[src/hw/dmt_pkg.sv]
`default_nettype none
package dmt_pkg;
    // ==========================================
    // register addresses on the special-function register port
    localparam logic [7:0] ADDR_TIMER_CONTROL = 8'hC8;
    localparam logic [7:0] ADDR_RELOAD_LOW = 8'hCA;
    localparam logic [7:0] ADDR_RELOAD_HIGH = 8'hCB;
    localparam logic [7:0] ADDR_COUNT_LOW = 8'hCC;
    localparam logic [7:0] ADDR_COUNT_HIGH = 8'hCD;
    // ==========================================
    // timer_control bit positions
    localparam int BIT_OVF_HIGH = 7;
    localparam int BIT_OVF_LOW = 6;
    localparam int BIT_LOW_IRQ_EN = 5;
    localparam int BIT_OSC_CAP_EN = 4;
    localparam int BIT_SPLIT = 3;
    localparam int BIT_RUN = 2;
    localparam int BIT_CAP_SRC = 1;
    localparam int BIT_EXT_CLK = 0;
    // ==========================================
    // reset values and byte limits
    localparam logic [7:0] CONTROL_RESET = 8'h00;
    localparam logic [7:0] RELOAD_RESET = 8'h00;
    localparam logic [7:0] COUNT_RESET = 8'h00;
    localparam logic [7:0] BYTE_MAX = 8'hFF;
    localparam logic [7:0] READ_UNMAPPED = 8'h00;
    // ==========================================
    // timebase divisors
    localparam int SYS_DIVIDE = 12;
    localparam int EXT_DIVIDE = 8;
endpackage
`default_nettype wire

[src/hw/dmt_byte_cnt.sv]
`timescale 1ns/1ps
`default_nettype none
module dmt_byte_cnt (
    input wire logic clk_i,
    input wire logic rst_n_i,
    input wire logic inc_i,
    input wire logic reload_en_i,
    input wire logic [7:0] reload_val_i,
    input wire logic wr_i,
    input wire logic [7:0] wdata_i,
    output logic [7:0] cnt_o,
    output logic wrap_o
);
    // ==========================================
    // one counter half
    logic [7:0] cnt_r;

    assign wrap_o = inc_i && (cnt_r == dmt_pkg::BYTE_MAX);
    assign cnt_o = cnt_r;

    // software write takes priority over counting
    always_ff @(posedge clk_i) begin
        if (!rst_n_i) begin
            cnt_r <= dmt_pkg::COUNT_RESET;
        end else if (wr_i) begin
            cnt_r <= wdata_i;
        end else if (wrap_o && reload_en_i) begin
            cnt_r <= reload_val_i;
        end else if (inc_i) begin
            cnt_r <= cnt_r + 8'h01;
        end
    end
endmodule
`default_nettype wire

[src/hw/dmt_timer.sv]
// Overview of operation
// - high byte wrap sets high flag
// - 16-bit wrap sets high flag
// - high flag requests irq when enabled
// - hardware never clears either flag
// - low byte wrap always sets low flag
// - low flag requests irq if enabled
// - oscillator falling edge captures, requests irq
// - split mode gives two reloading halves
// - run bit gates 16-bit counting
// - split: run gates upper half only
// - capture source bit picks capture event
// - external select picks div12 or ext div8
// - per-half select picks core clock or timebase
// - low reload register, rw, resets zero
// - high reload register, rw, resets zero
// - 16-bit wrap loads reload pair
// - each half reloads from its own byte
// - capture latches count into reload pair
`timescale 1ns/1ps
`default_nettype none
module dmt_timer #(
    parameter int SYS_DIV = dmt_pkg::SYS_DIVIDE,
    parameter int EXT_DIV = dmt_pkg::EXT_DIVIDE
) (
    input wire logic clk_i,
    input wire logic rst_n_i,
    input wire logic [7:0] sfr_addr_i,
    input wire logic sfr_wr_i,
    input wire logic [7:0] sfr_wdata_i,
    input wire logic sfr_rd_i,
    output logic [7:0] sfr_rdata_o,
    input wire logic timer_irq_enable_i,
    input wire logic upper_half_clock_select_i,
    input wire logic lower_half_clock_select_i,
    input wire logic capture_mode_enable_i,
    input wire logic ext_clk_i,
    input wire logic usb_sof_i,
    input wire logic low_freq_osc_i,
    output logic irq_o
);
    // ==========================================
    // dividers are 8-bit counters
    if (SYS_DIV < 2 || SYS_DIV > 256 || EXT_DIV < 2 || EXT_DIV > 256) begin : g_div_check
        $error("divisor out of range");
    end

    // ==========================================
    // control register
    logic [7:0] ctrl_r;
    logic [7:0] reload_low_r;
    logic [7:0] reload_high_r;
    logic [7:0] cnt_low;
    logic [7:0] cnt_high;
    logic low_wrap;
    logic high_wrap;
    logic wr_ctrl;
    logic wr_rl_low;
    logic wr_rl_high;
    logic wr_cnt_low;
    logic wr_cnt_high;
    logic split_mode_enable;
    logic run_control;
    logic capture_source_select;
    logic external_clock_select;
    logic osc_capture_enable;
    logic low_byte_irq_enable;
    logic overflow_high_flag;
    logic overflow_low_flag;

    assign wr_ctrl = sfr_wr_i && (sfr_addr_i == dmt_pkg::ADDR_TIMER_CONTROL);
    assign wr_rl_low = sfr_wr_i && (sfr_addr_i == dmt_pkg::ADDR_RELOAD_LOW);
    assign wr_rl_high = sfr_wr_i && (sfr_addr_i == dmt_pkg::ADDR_RELOAD_HIGH);
    assign wr_cnt_low = sfr_wr_i && (sfr_addr_i == dmt_pkg::ADDR_COUNT_LOW);
    assign wr_cnt_high = sfr_wr_i && (sfr_addr_i == dmt_pkg::ADDR_COUNT_HIGH);
    assign split_mode_enable = ctrl_r[dmt_pkg::BIT_SPLIT];
    assign run_control = ctrl_r[dmt_pkg::BIT_RUN];
    assign capture_source_select = ctrl_r[dmt_pkg::BIT_CAP_SRC];
    assign external_clock_select = ctrl_r[dmt_pkg::BIT_EXT_CLK];
    assign osc_capture_enable = ctrl_r[dmt_pkg::BIT_OSC_CAP_EN];
    assign low_byte_irq_enable = ctrl_r[dmt_pkg::BIT_LOW_IRQ_EN];
    assign overflow_high_flag = ctrl_r[dmt_pkg::BIT_OVF_HIGH];
    assign overflow_low_flag = ctrl_r[dmt_pkg::BIT_OVF_LOW];

    // ==========================================
    // timebase dividers
    logic [7:0] sys_div_r;
    logic [7:0] ext_div_r;
    logic ext_prev_r;
    logic sys_tick;
    logic ext_edge;
    logic ext_tick;
    logic base_tick;
    logic low_tick;
    logic high_tick;

    assign sys_tick = (sys_div_r == 8'(SYS_DIV - 1));
    assign ext_edge = ext_clk_i && !ext_prev_r;
    assign ext_tick = ext_edge && (ext_div_r == 8'(EXT_DIV - 1));

    always_ff @(posedge clk_i) begin
        if (!rst_n_i) begin
            sys_div_r <= 8'h00;
        end else if (sys_tick) begin
            sys_div_r <= 8'h00;
        end else begin
            sys_div_r <= sys_div_r + 8'h01;
        end
    end

    // ext input counted on its rising edges, already in the core clock domain
    always_ff @(posedge clk_i) begin
        if (!rst_n_i) begin
            ext_prev_r <= 1'b0;
            ext_div_r <= 8'h00;
        end else begin
            ext_prev_r <= ext_clk_i;
            if (ext_tick) begin
                ext_div_r <= 8'h00;
            end else if (ext_edge) begin
                ext_div_r <= ext_div_r + 8'h01;
            end
        end
    end

    assign base_tick = external_clock_select ? ext_tick : sys_tick;
    assign low_tick = lower_half_clock_select_i ? 1'b1 : base_tick;
    assign high_tick = upper_half_clock_select_i ? 1'b1 : base_tick;

    // ==========================================
    // counter halves
    logic low_inc;
    logic high_inc;
    logic reload_ok;
    logic full_wrap;

    // run gates both halves when joined
    assign low_inc = split_mode_enable ? low_tick : (run_control && low_tick);
    assign high_inc = split_mode_enable ? (run_control && high_tick) : low_wrap;
    // capture mode counts through zero without reloading
    assign reload_ok = !capture_mode_enable_i;
    assign full_wrap = !split_mode_enable && high_wrap;

    // reload on wrap in 16-bit mode
    // each half reloads from own byte
    dmt_byte_cnt u_low (
        .clk_i(clk_i),
        .rst_n_i(rst_n_i),
        .inc_i(low_inc),
        .reload_en_i(reload_ok && (split_mode_enable || cnt_high == dmt_pkg::BYTE_MAX)),
        .reload_val_i(reload_low_r),
        .wr_i(wr_cnt_low),
        .wdata_i(sfr_wdata_i),
        .cnt_o(cnt_low),
        .wrap_o(low_wrap)
    );

    dmt_byte_cnt u_high (
        .clk_i(clk_i),
        .rst_n_i(rst_n_i),
        .inc_i(high_inc),
        .reload_en_i(reload_ok),
        .reload_val_i(reload_high_r),
        .wr_i(wr_cnt_high),
        .wdata_i(sfr_wdata_i),
        .cnt_o(cnt_high),
        .wrap_o(high_wrap)
    );

    // ==========================================
    // capture events
    logic lfo_prev_r;
    logic lfo_fall;
    logic capture;

    always_ff @(posedge clk_i) begin
        if (!rst_n_i) begin
            lfo_prev_r <= 1'b0;
        end else begin
            lfo_prev_r <= low_freq_osc_i;
        end
    end

    assign lfo_fall = lfo_prev_r && !low_freq_osc_i;
    // source chosen only in capture mode
    // 0 frame start, 1 oscillator edge
    // oscillator enable captures on its own
    assign capture = (capture_mode_enable_i &&
                      (capture_source_select ? lfo_fall : usb_sof_i)) ||
                     (osc_capture_enable && lfo_fall);

    // ==========================================
    // reload registers, capture beats a same-cycle write
    always_ff @(posedge clk_i) begin
        if (!rst_n_i) begin
            reload_low_r <= dmt_pkg::RELOAD_RESET;
        end else if (capture) begin
            reload_low_r <= cnt_low;
        end else if (wr_rl_low) begin
            reload_low_r <= sfr_wdata_i;
        end
    end

    always_ff @(posedge clk_i) begin
        if (!rst_n_i) begin
            reload_high_r <= dmt_pkg::RELOAD_RESET;
        end else if (capture) begin
            reload_high_r <= cnt_high;
        end else if (wr_rl_high) begin
            reload_high_r <= sfr_wdata_i;
        end
    end

    // ==========================================
    // control register and flags
    logic [7:0] ctrl_nxt;

    always_comb begin
        ctrl_nxt = ctrl_r;
        if (wr_ctrl) begin
            ctrl_nxt = sfr_wdata_i;
        end
        // high byte wrap in either mode
        // capture also raises the high flag so it can interrupt
        if (high_wrap || capture) begin
            ctrl_nxt[dmt_pkg::BIT_OVF_HIGH] = 1'b1;
        end
        if (low_wrap) begin
            ctrl_nxt[dmt_pkg::BIT_OVF_LOW] = 1'b1;
        end
    end

    always_ff @(posedge clk_i) begin
        if (!rst_n_i) begin
            ctrl_r <= dmt_pkg::CONTROL_RESET;
        end else begin
            ctrl_r <= ctrl_nxt;
        end
    end

    // ==========================================
    // interrupt request
    // high flag requests interrupt
    // low flag if low enable set
    assign irq_o = timer_irq_enable_i &&
                   (overflow_high_flag || (low_byte_irq_enable && overflow_low_flag));

    // ==========================================
    // read port, data one cycle after the strobe
    always_ff @(posedge clk_i) begin
        if (!rst_n_i) begin
            sfr_rdata_o <= dmt_pkg::READ_UNMAPPED;
        end else if (sfr_rd_i) begin
            unique case (sfr_addr_i)
                dmt_pkg::ADDR_TIMER_CONTROL: sfr_rdata_o <= ctrl_r;
                dmt_pkg::ADDR_RELOAD_LOW: sfr_rdata_o <= reload_low_r;
                dmt_pkg::ADDR_RELOAD_HIGH: sfr_rdata_o <= reload_high_r;
                dmt_pkg::ADDR_COUNT_LOW: sfr_rdata_o <= cnt_low;
                dmt_pkg::ADDR_COUNT_HIGH: sfr_rdata_o <= cnt_high;
                default: sfr_rdata_o <= dmt_pkg::READ_UNMAPPED;
            endcase
        end
    end
endmodule
`default_nettype wire

[config.mk]
export PLATFORM = sky130hd
export DESIGN_NAME = dmt_timer
export DESIGN_NICKNAME = d
export VERILOG_FILES = /design/src/hw/dmt_pkg.sv /design/src/hw/dmt_byte_cnt.sv /design/src/hw/dmt_timer.sv
export SDC_FILE = /design/constraint.sdc
export NUM_CORES = 1
export LEC_CHECK = 0
export ABC_AREA = 0
export BUFFER_PORTS_ARGS = -buffer_cell sky130_fd_sc_hd__buf_2
export CELL_PAD_IN_SITES_DETAIL_PLACEMENT = 0
export CELL_PAD_IN_SITES_GLOBAL_PLACEMENT = 2
export CORE_MARGIN = 2
export CORE_UTILIZATION = 38
export CTS_BUF_LIST = sky130_fd_sc_hd__clkbuf_8
export DETAILED_ROUTE_END_ITERATION = 8
export PLACE_DENSITY_LB_ADDON = 0.15
export REMOVE_ABC_BUFFERS = 1
export SKIP_CTS_REPAIR_TIMING = 1
export SYNTH_ARGS = -nofsm -noshare
export SYNTH_HDL_FRONTEND = slang
export SYNTH_SLANG_ARGS = --single-unit
[constraint.sdc]
create_clock -name clk_i -period 2.1 [get_ports clk_i]
set_input_delay 0.315 -clock clk_i [delete_from_list [all_inputs] [get_ports clk_i]]
set_output_delay 0.315 -clock clk_i [all_outputs]
set_load 0.05 [all_outputs]
==> impl_metrics.tcl, run 1 <==
set metrics [dict create \
    status "completed" \
    vias_per_cell 5.45 \
    wl_um 11100 \
    syn-mean-instance-area_um2 8.71 \
    antenna_found_initial 0 \
    dp_hpwl_um 7960 \
    design_area_um2 4440 \
    cts_tree "built" \
    worst_pin_slew_ns 0.418 \
    yosys_warnings 0 \
    syn_to_final_growth_pct 18.5 \
    crit_arrival_ns 2.17 \
    path_clk_slew_ns 0.07 \
    async_reset_ff_share_pct 0 \
    synth_cell_types 63 \
    drc 0 \
    coreArea_um2 9680 \
    die_w_um 103 \
    wl_met3_um 475 \
    clock-sinks 66 \
    synth_seq_cells 66 \
    final_cells 623 \
    insertion_delay_ns 0.35 \
    rsz0062_at_grt "false" \
    grt_first_pass_wirelength_um 17700 \
    final_layout_size_suffix_gt1_share_pct 21.4 \
    port_buffers 35 \
    max-vdd-ir-drop_uv 283 \
    hold_path.class "in2reg" \
    placedCellCount 608 \
    nFillCells 970 \
    postSynthCellCount 430 \
    clock_skew_ns 0.0136 \
    grt_max_degree 34 \
    synthFlopType "dfxtp_1" \
    maxSlewHeadroom_pct 72.1 \
    seq_area_frac_synth_pct 35.3 \
    die-area_um2 10700 \
    slowest_stage "dfxtp_1" \
    path_class "reg2reg" \
    p_leak_nw 1.65 \
    vias 3396 \
    cellPowerDensity_nw_per_um2 597 \
    maxCapViolations 0 \
    drt_iter0_drc 174 \
    rows 36 \
    nets 517 \
    setup_violations 0 \
    ioPinCount 36 \
    wl_met1_um 5350 \
    syn-cell-area_um2 3750 \
    track_usage_pct 22.0 \
    period_share_pct 92.7 \
    finalHoldViolations 0 \
    fin_util_pct 45.9 \
    synth-edff-count 0 \
    grt_pass1_vias 3312 \
    cts-root-buf "clkbuf_8" \
    cts_buffer_depth 2 \
    max_freq_mhz 514 \
    initial_core_util_pct 38.7 \
    cts_made_buffers 9 \
    timing.final.crit_period_ns 1.95 \
    setup.worst_path.end_class "flip-flop" \
    ant_nets 0 \
    whs_ns 0.203 \
    die_y_um 103 \
    postPlaceCellArea_um2 4260 \
    cp-start-kind "flip-flop" \
    gp_congestion 0.828 \
    highest_layer "met4" \
    num_antenna_cells 0 \
    cts_max_level 3 \
    wl_per_cell_um 17.8 \
    drv_slew 0 \
    finalPower_w 0.00265 \
    crit_chain "ha_1 > and4b_1 > nand4_2 > a311oi_4 > buf_4 > mux2i_1 > a31oi_1" \
    worstPathRequired_ns 2.32 \
    wl_met2_um 5240 \
    path_max_fanout 13 \
    grt-ovfl-total 0 \
    cpPeakStageDelay_ns 0.37 \
    dr.pass1.iters 4 \
]
## registers in the layout, summed over array words and instances (netlist names)
signal and cells:
u_high.cnt_o 8, sys_div_r 8, ctrl_r 8, reload_low_r 8, ext_div_r 8, sfr_rdata_o 8
lfo_prev_r 1, reload_high_r 8, u_low.cnt_o 8, ext_prev_r 1
## power by group
group	leakage, nW	internal [W]	switching (W)
combinational	1.01	0.0000977	0.000168
clock	0.105	0.000563	0.000503
sequential	0.538	0.00129	0.0000292
## final timing paths
| check | startpoint | endpoint | cells past startpoint | slack (ns) |
|---|---|---|---|---|
| worst max-delay path | ext_div_r[0]$_SDFFE_PP0P_ | u_high.cnt_o[0]$_SDFFE_PN0P_ | 7 | 0.15 |
| worst min-delay path | low_freq_osc_i | lfo_prev_r$_SDFF_PN0_ | 2 | 0.20 |
| worst max register to register | ext_div_r[0]$_SDFFE_PP0P_ | u_high.cnt_o[0]$_SDFFE_PN0P_ | 7 | 0.15 |
| worst min register to register | sys_div_r[0]$_SDFF_PP0_ | sys_div_r[0]$_SDFF_PP0_ | 1 | 0.45 |
## area by class of cell
class	count	area (um^2)	area share, %
clock buffers	10	138	3.10
inverters	6	22.5	0.507
well taps	133	166	3.75
flip-flops and latches	66	1320	29.8
repair buffers	73	473	10.7
multi-input cells	330	2270	51.2
clock inverters	5	47.5	1.07
## critical path: cells and delay by family (launching register included)
family / cells / cell delay, ns
AO/OA/AOI/OAI: 2 / 0.34
adder cells (fa/ha/maj): 1 / 0.17
buffers and inverters: 1 / 0.25
flip-flops: 1 / 0.37
multiplexers: 1 / 0.20
AND/OR/NAND/NOR: 2 / 0.50
## logic make-up (layout without fill, tap and decap cells)
group           after synthesis  in the layout  synth area share, %
simple gates                165            165                 24.8
xor+xnor                     13             13                 3.04
compound gates              104            104                 19.5
flops                        66             66                 35.3
buf+inv                      34             94                 4.21
mux                          44             44                 11.9
fa+ha+maj                     4              4                 1.34
## metal layers
layer  vias up  global-route usage, %
li1       1714                      -
met1      1612                   29.4
met2        66                   36.8
met3         4                   4.64
met4         0                   4.55
met5         -                      0
## cell usage after synthesis, drive strengths merged, types with 5 or more instances
| library cell | number | area, um^2 |
|---|---|---|
| nand3 | 14 | 70.1 |
| inv | 6 | 22.5 |
| a31oi | 9 | 56.3 |
| o21ai | 24 | 120 |
| dfxtp | 66 | 1320 |
| xor2 | 7 | 61.3 |
| nor3 | 6 | 51.3 |
| buf | 14 | 82.6 |
| nand2 | 37 | 139 |
| mux2i | 41 | 410 |
| nor2 | 52 | 203 |
| and3 | 8 | 50.1 |
| xnor2 | 6 | 52.6 |
| nor4 | 6 | 52.6 |
| a311oi | 11 | 114 |
| a22oi | 9 | 67.6 |
| nand2b | 5 | 31.3 |
| a21oi | 14 | 73.8 |
| nand4 | 9 | 62.6 |
| clkbuf | 14 | 52.6 |
| a211oi | 20 | 150 |
## placed cells by master, fill, tap and decap left out, drive strengths merged, types with 3 or more instances in the layout
master and n:
buf 73, dfxtp 66, nor2 52, mux2i 41, nand2 37, o21ai 24, a211oi 20, nand3 14
a21oi 14, a311oi 11, clkbuf 10, a31oi 9, a22oi 9, nand4 9, and3 8, inv 8
xor2 7, xnor2 6, nor4 6, nor3 6, nand2b 5, nor2b 4, and4 4, and2 4
ha 4, or3 4, a21o 3, mux2 3, nand4b 3
## stage by stage
| step | setup TNS (ns) | setup slack [ns] |
|---|---|---|
| finish | 0 | 0.153 |
| floorplan | -3.02 | -0.180 |
| global route | 0 | 0.0308 |
| global placement | 0 | 0.223 |
| detailed placement | 0 | 0.180 |
| CTS | 0 | 0.159 |
Power figures use the tool's default switching activity.
==> inputs of run 2 (changes only) <==
--- a/config.mk
+++ b/config.mk
@@ -7,13 +7,14 @@
 export LEC_CHECK = 0
 export ABC_AREA = 0
 export BUFFER_PORTS_ARGS = -buffer_cell sky130_fd_sc_hd__buf_2
+export CAP_MARGIN = 30
 export CELL_PAD_IN_SITES_DETAIL_PLACEMENT = 0
 export CELL_PAD_IN_SITES_GLOBAL_PLACEMENT = 2
 export CORE_MARGIN = 2
 export CORE_UTILIZATION = 38
 export CTS_BUF_LIST = sky130_fd_sc_hd__clkbuf_8
 export DETAILED_ROUTE_END_ITERATION = 8
-export PLACE_DENSITY_LB_ADDON = 0.15
+export PLACE_DENSITY_LB_ADDON = 0.25
 export REMOVE_ABC_BUFFERS = 1
 export SKIP_CTS_REPAIR_TIMING = 1
 export SYNTH_ARGS = -nofsm -noshare
==> run 2 against run 1 <==
Effect of this change:
- wire length is 2.8% lower
- via count grew 0.15%
- total power up 14%
- clock-buffer cell count decreased by 1
- critical path depth unchanged
- worst setup slack improved by 0.011 ns
- combinational power down 2%
- maximum frequency increased by 0.58%
- flip-flop and latch count unchanged
- largest power group is now the clock network
==> impl_metrics.tcl, run 2 (synthesis results as in run 1) <==
set metrics [dict create \
    status "completed" \
    timing.final.crit_period_ns 1.94 \
    vias_per_cell 5.47 \
    crit_arrival_ns 2.16 \
    track_usage_pct 21.4 \
    cts_max_level 3 \
    cts_made_buffers 9 \
    crit_chain "ha_1 > and4b_1 > nand4_2 > a311oi_4 > buf_4 > mux2i_1 > a31oi_1" \
    nFillCells 961 \
    final_common_cell "dfxtp_1" \
    p_leak_nw 1.67 \
    postPlaceCellArea_um2 4240 \
    worstPathRequired_ns 2.33 \
    placedCellCount 606 \
    grt_first_pass_wirelength_um 17400 \
    wl_um 10800 \
    maxSlewHeadroom_pct 70.1 \
    vias 3401 \
    drt_iter0_drc 169 \
    insertion_delay_ns 0.34 \
    drv_slew 0 \
    path_max_fanout 13 \
    num_antenna_cells 0 \
    setup.worst_path.end_class "flip-flop" \
    clock-sinks 66 \
    hold_path.class "in2reg" \
    coreArea_um2 9680 \
    cpPeakStageDelay_ns 0.37 \
    dp_slack_ns 0.155 \
    timing.rr.start "ext_div_r[0]$_SDFFE_PP0P_" \
    worst_pin_slew_ns 0.444 \
    p_seq_share_pct 43.7 \
    switching_share_pct 24.1 \
    die_y_um 103 \
    clock_skew_ns 0.0124 \
    path_clk_slew_ns 0.08 \
    period_share_pct 92.2 \
    p_int_w 0.00230 \
    port_buffers 35 \
    hold_path.startpoint "low_freq_osc_i" \
    syn_to_final_growth_pct 20.3 \
    design_area_um2 4510 \
    setup_violations 0 \
    nets 515 \
    gp_congestion 0.792 \
    die_w_um 103 \
    power.share.combinational_pct 8.7 \
    die-area_um2 10700 \
    rows 36 \
    cts_buffer_depth 2 \
    final_cells 622 \
    dp_hpwl_um 7840 \
    finalWorstSetupSlack_ns 0.164 \
    maxCapViolations 0 \
    crit_family "simple AND/OR/NAND/NOR gates" \
    antenna_found_initial 0 \
    cts_tree "built" \
    slowest_stage "dfxtp_1" \
    p_switching_w 0.000727 \
    finalPower_w 0.00302 \
    wl_per_cell_um 17.4 \
    dr.pass1.iters 4 \
    finalHoldViolations 0 \
    cp-start-kind "flip-flop" \
    critPathBufInv 1 \
    ioPinCount 36 \
    cellPowerDensity_nw_per_um2 671 \
    rsz0062_at_grt "false" \
    cp-startpoint "ext_div_r[0]$_SDFFE_PP0P_" \
    clock_power_share_pct 47.6 \
    grt_pass1_vias 3333 \
    ant_nets 0 \
    grt_max_degree 34 \
    final_cell_mix "66 x dfxtp_1, 51 x nor2_1, 41 x mux2i_1" \
    max_freq_mhz 516 \
    path_class "reg2reg" \
    final_layout_size_suffix_gt1_share_pct 21.7 \
    grt-ovfl-total 0 \
    initial_core_util_pct 38.7 \
    max-vdd-ir-drop_uv 344 \
    drc 0 \
    whs_ns 0.201 \
    cts-root-buf "clkbuf_8" \
]
-- run 2: cell count changes in the layout (fill, tap and decap cells not counted), sizes merged --
cell / delta
bufinv: +3
buf: -2
clkbuf: -1
clkinvlp: +1
inv: -2
-- run 2: layer usage --
layer / vias to the layer above / wire length (um) / global-route usage (%)
li1: 1710 / - / -
met1: 1619 / 5120 / 28.1
met2: 64 / 5170 / 35.9
met3: 8 / 340 / 3.29
met4: 0 / 160 / 7.59
met5: - / 0 / 0
-- run 2: cell type report --
type	count	area, um^2	share of cell area, %
clock buffers	9	124	2.75
clock inverters	7	141	3.14
inverters	6	22.5	0.500
multi-input cells	330	2270	50.4
flip-flops and latches	66	1320	29.3
well taps	133	166	3.69
repair buffers	71	458	10.2
-- run 2: power by group through the flow --
stage / Sequential (W) / Clock (W) / Combinational [W]
final: 0.00132 / 0.00144 / 0.000262
after CTS: 0.00132 / 0.00148 / 0.000264
after floorplan: 0.00137 / 0 / 0.000114
after detailed placement: 0.00135 / 0 / 0.000263
after global routing: 0.00133 / 0.00153 / 0.000287
after global placement: 0.00135 / 0 / 0.000259
-- run 2: worst paths after layout --
path,to,slack (ns),cells past startpoint
max,u_high.cnt_o[0]$_SDFFE_PN0P_,0.16,7
min,lfo_prev_r$_SDFF_PN0_,0.20,2
max reg2reg,u_high.cnt_o[0]$_SDFFE_PN0P_,0.16,7
min reg2reg,sys_div_r[0]$_SDFF_PP0_,0.46,1
-- run 2: per-stage QoR --
stage,utilization [%],setup TNS [ns]
global route,46.5,0
CTS,46.5,0
global placement,43.8,0
finish,46.5,0
floorplan,-,-3.02
detailed placement,43.8,0
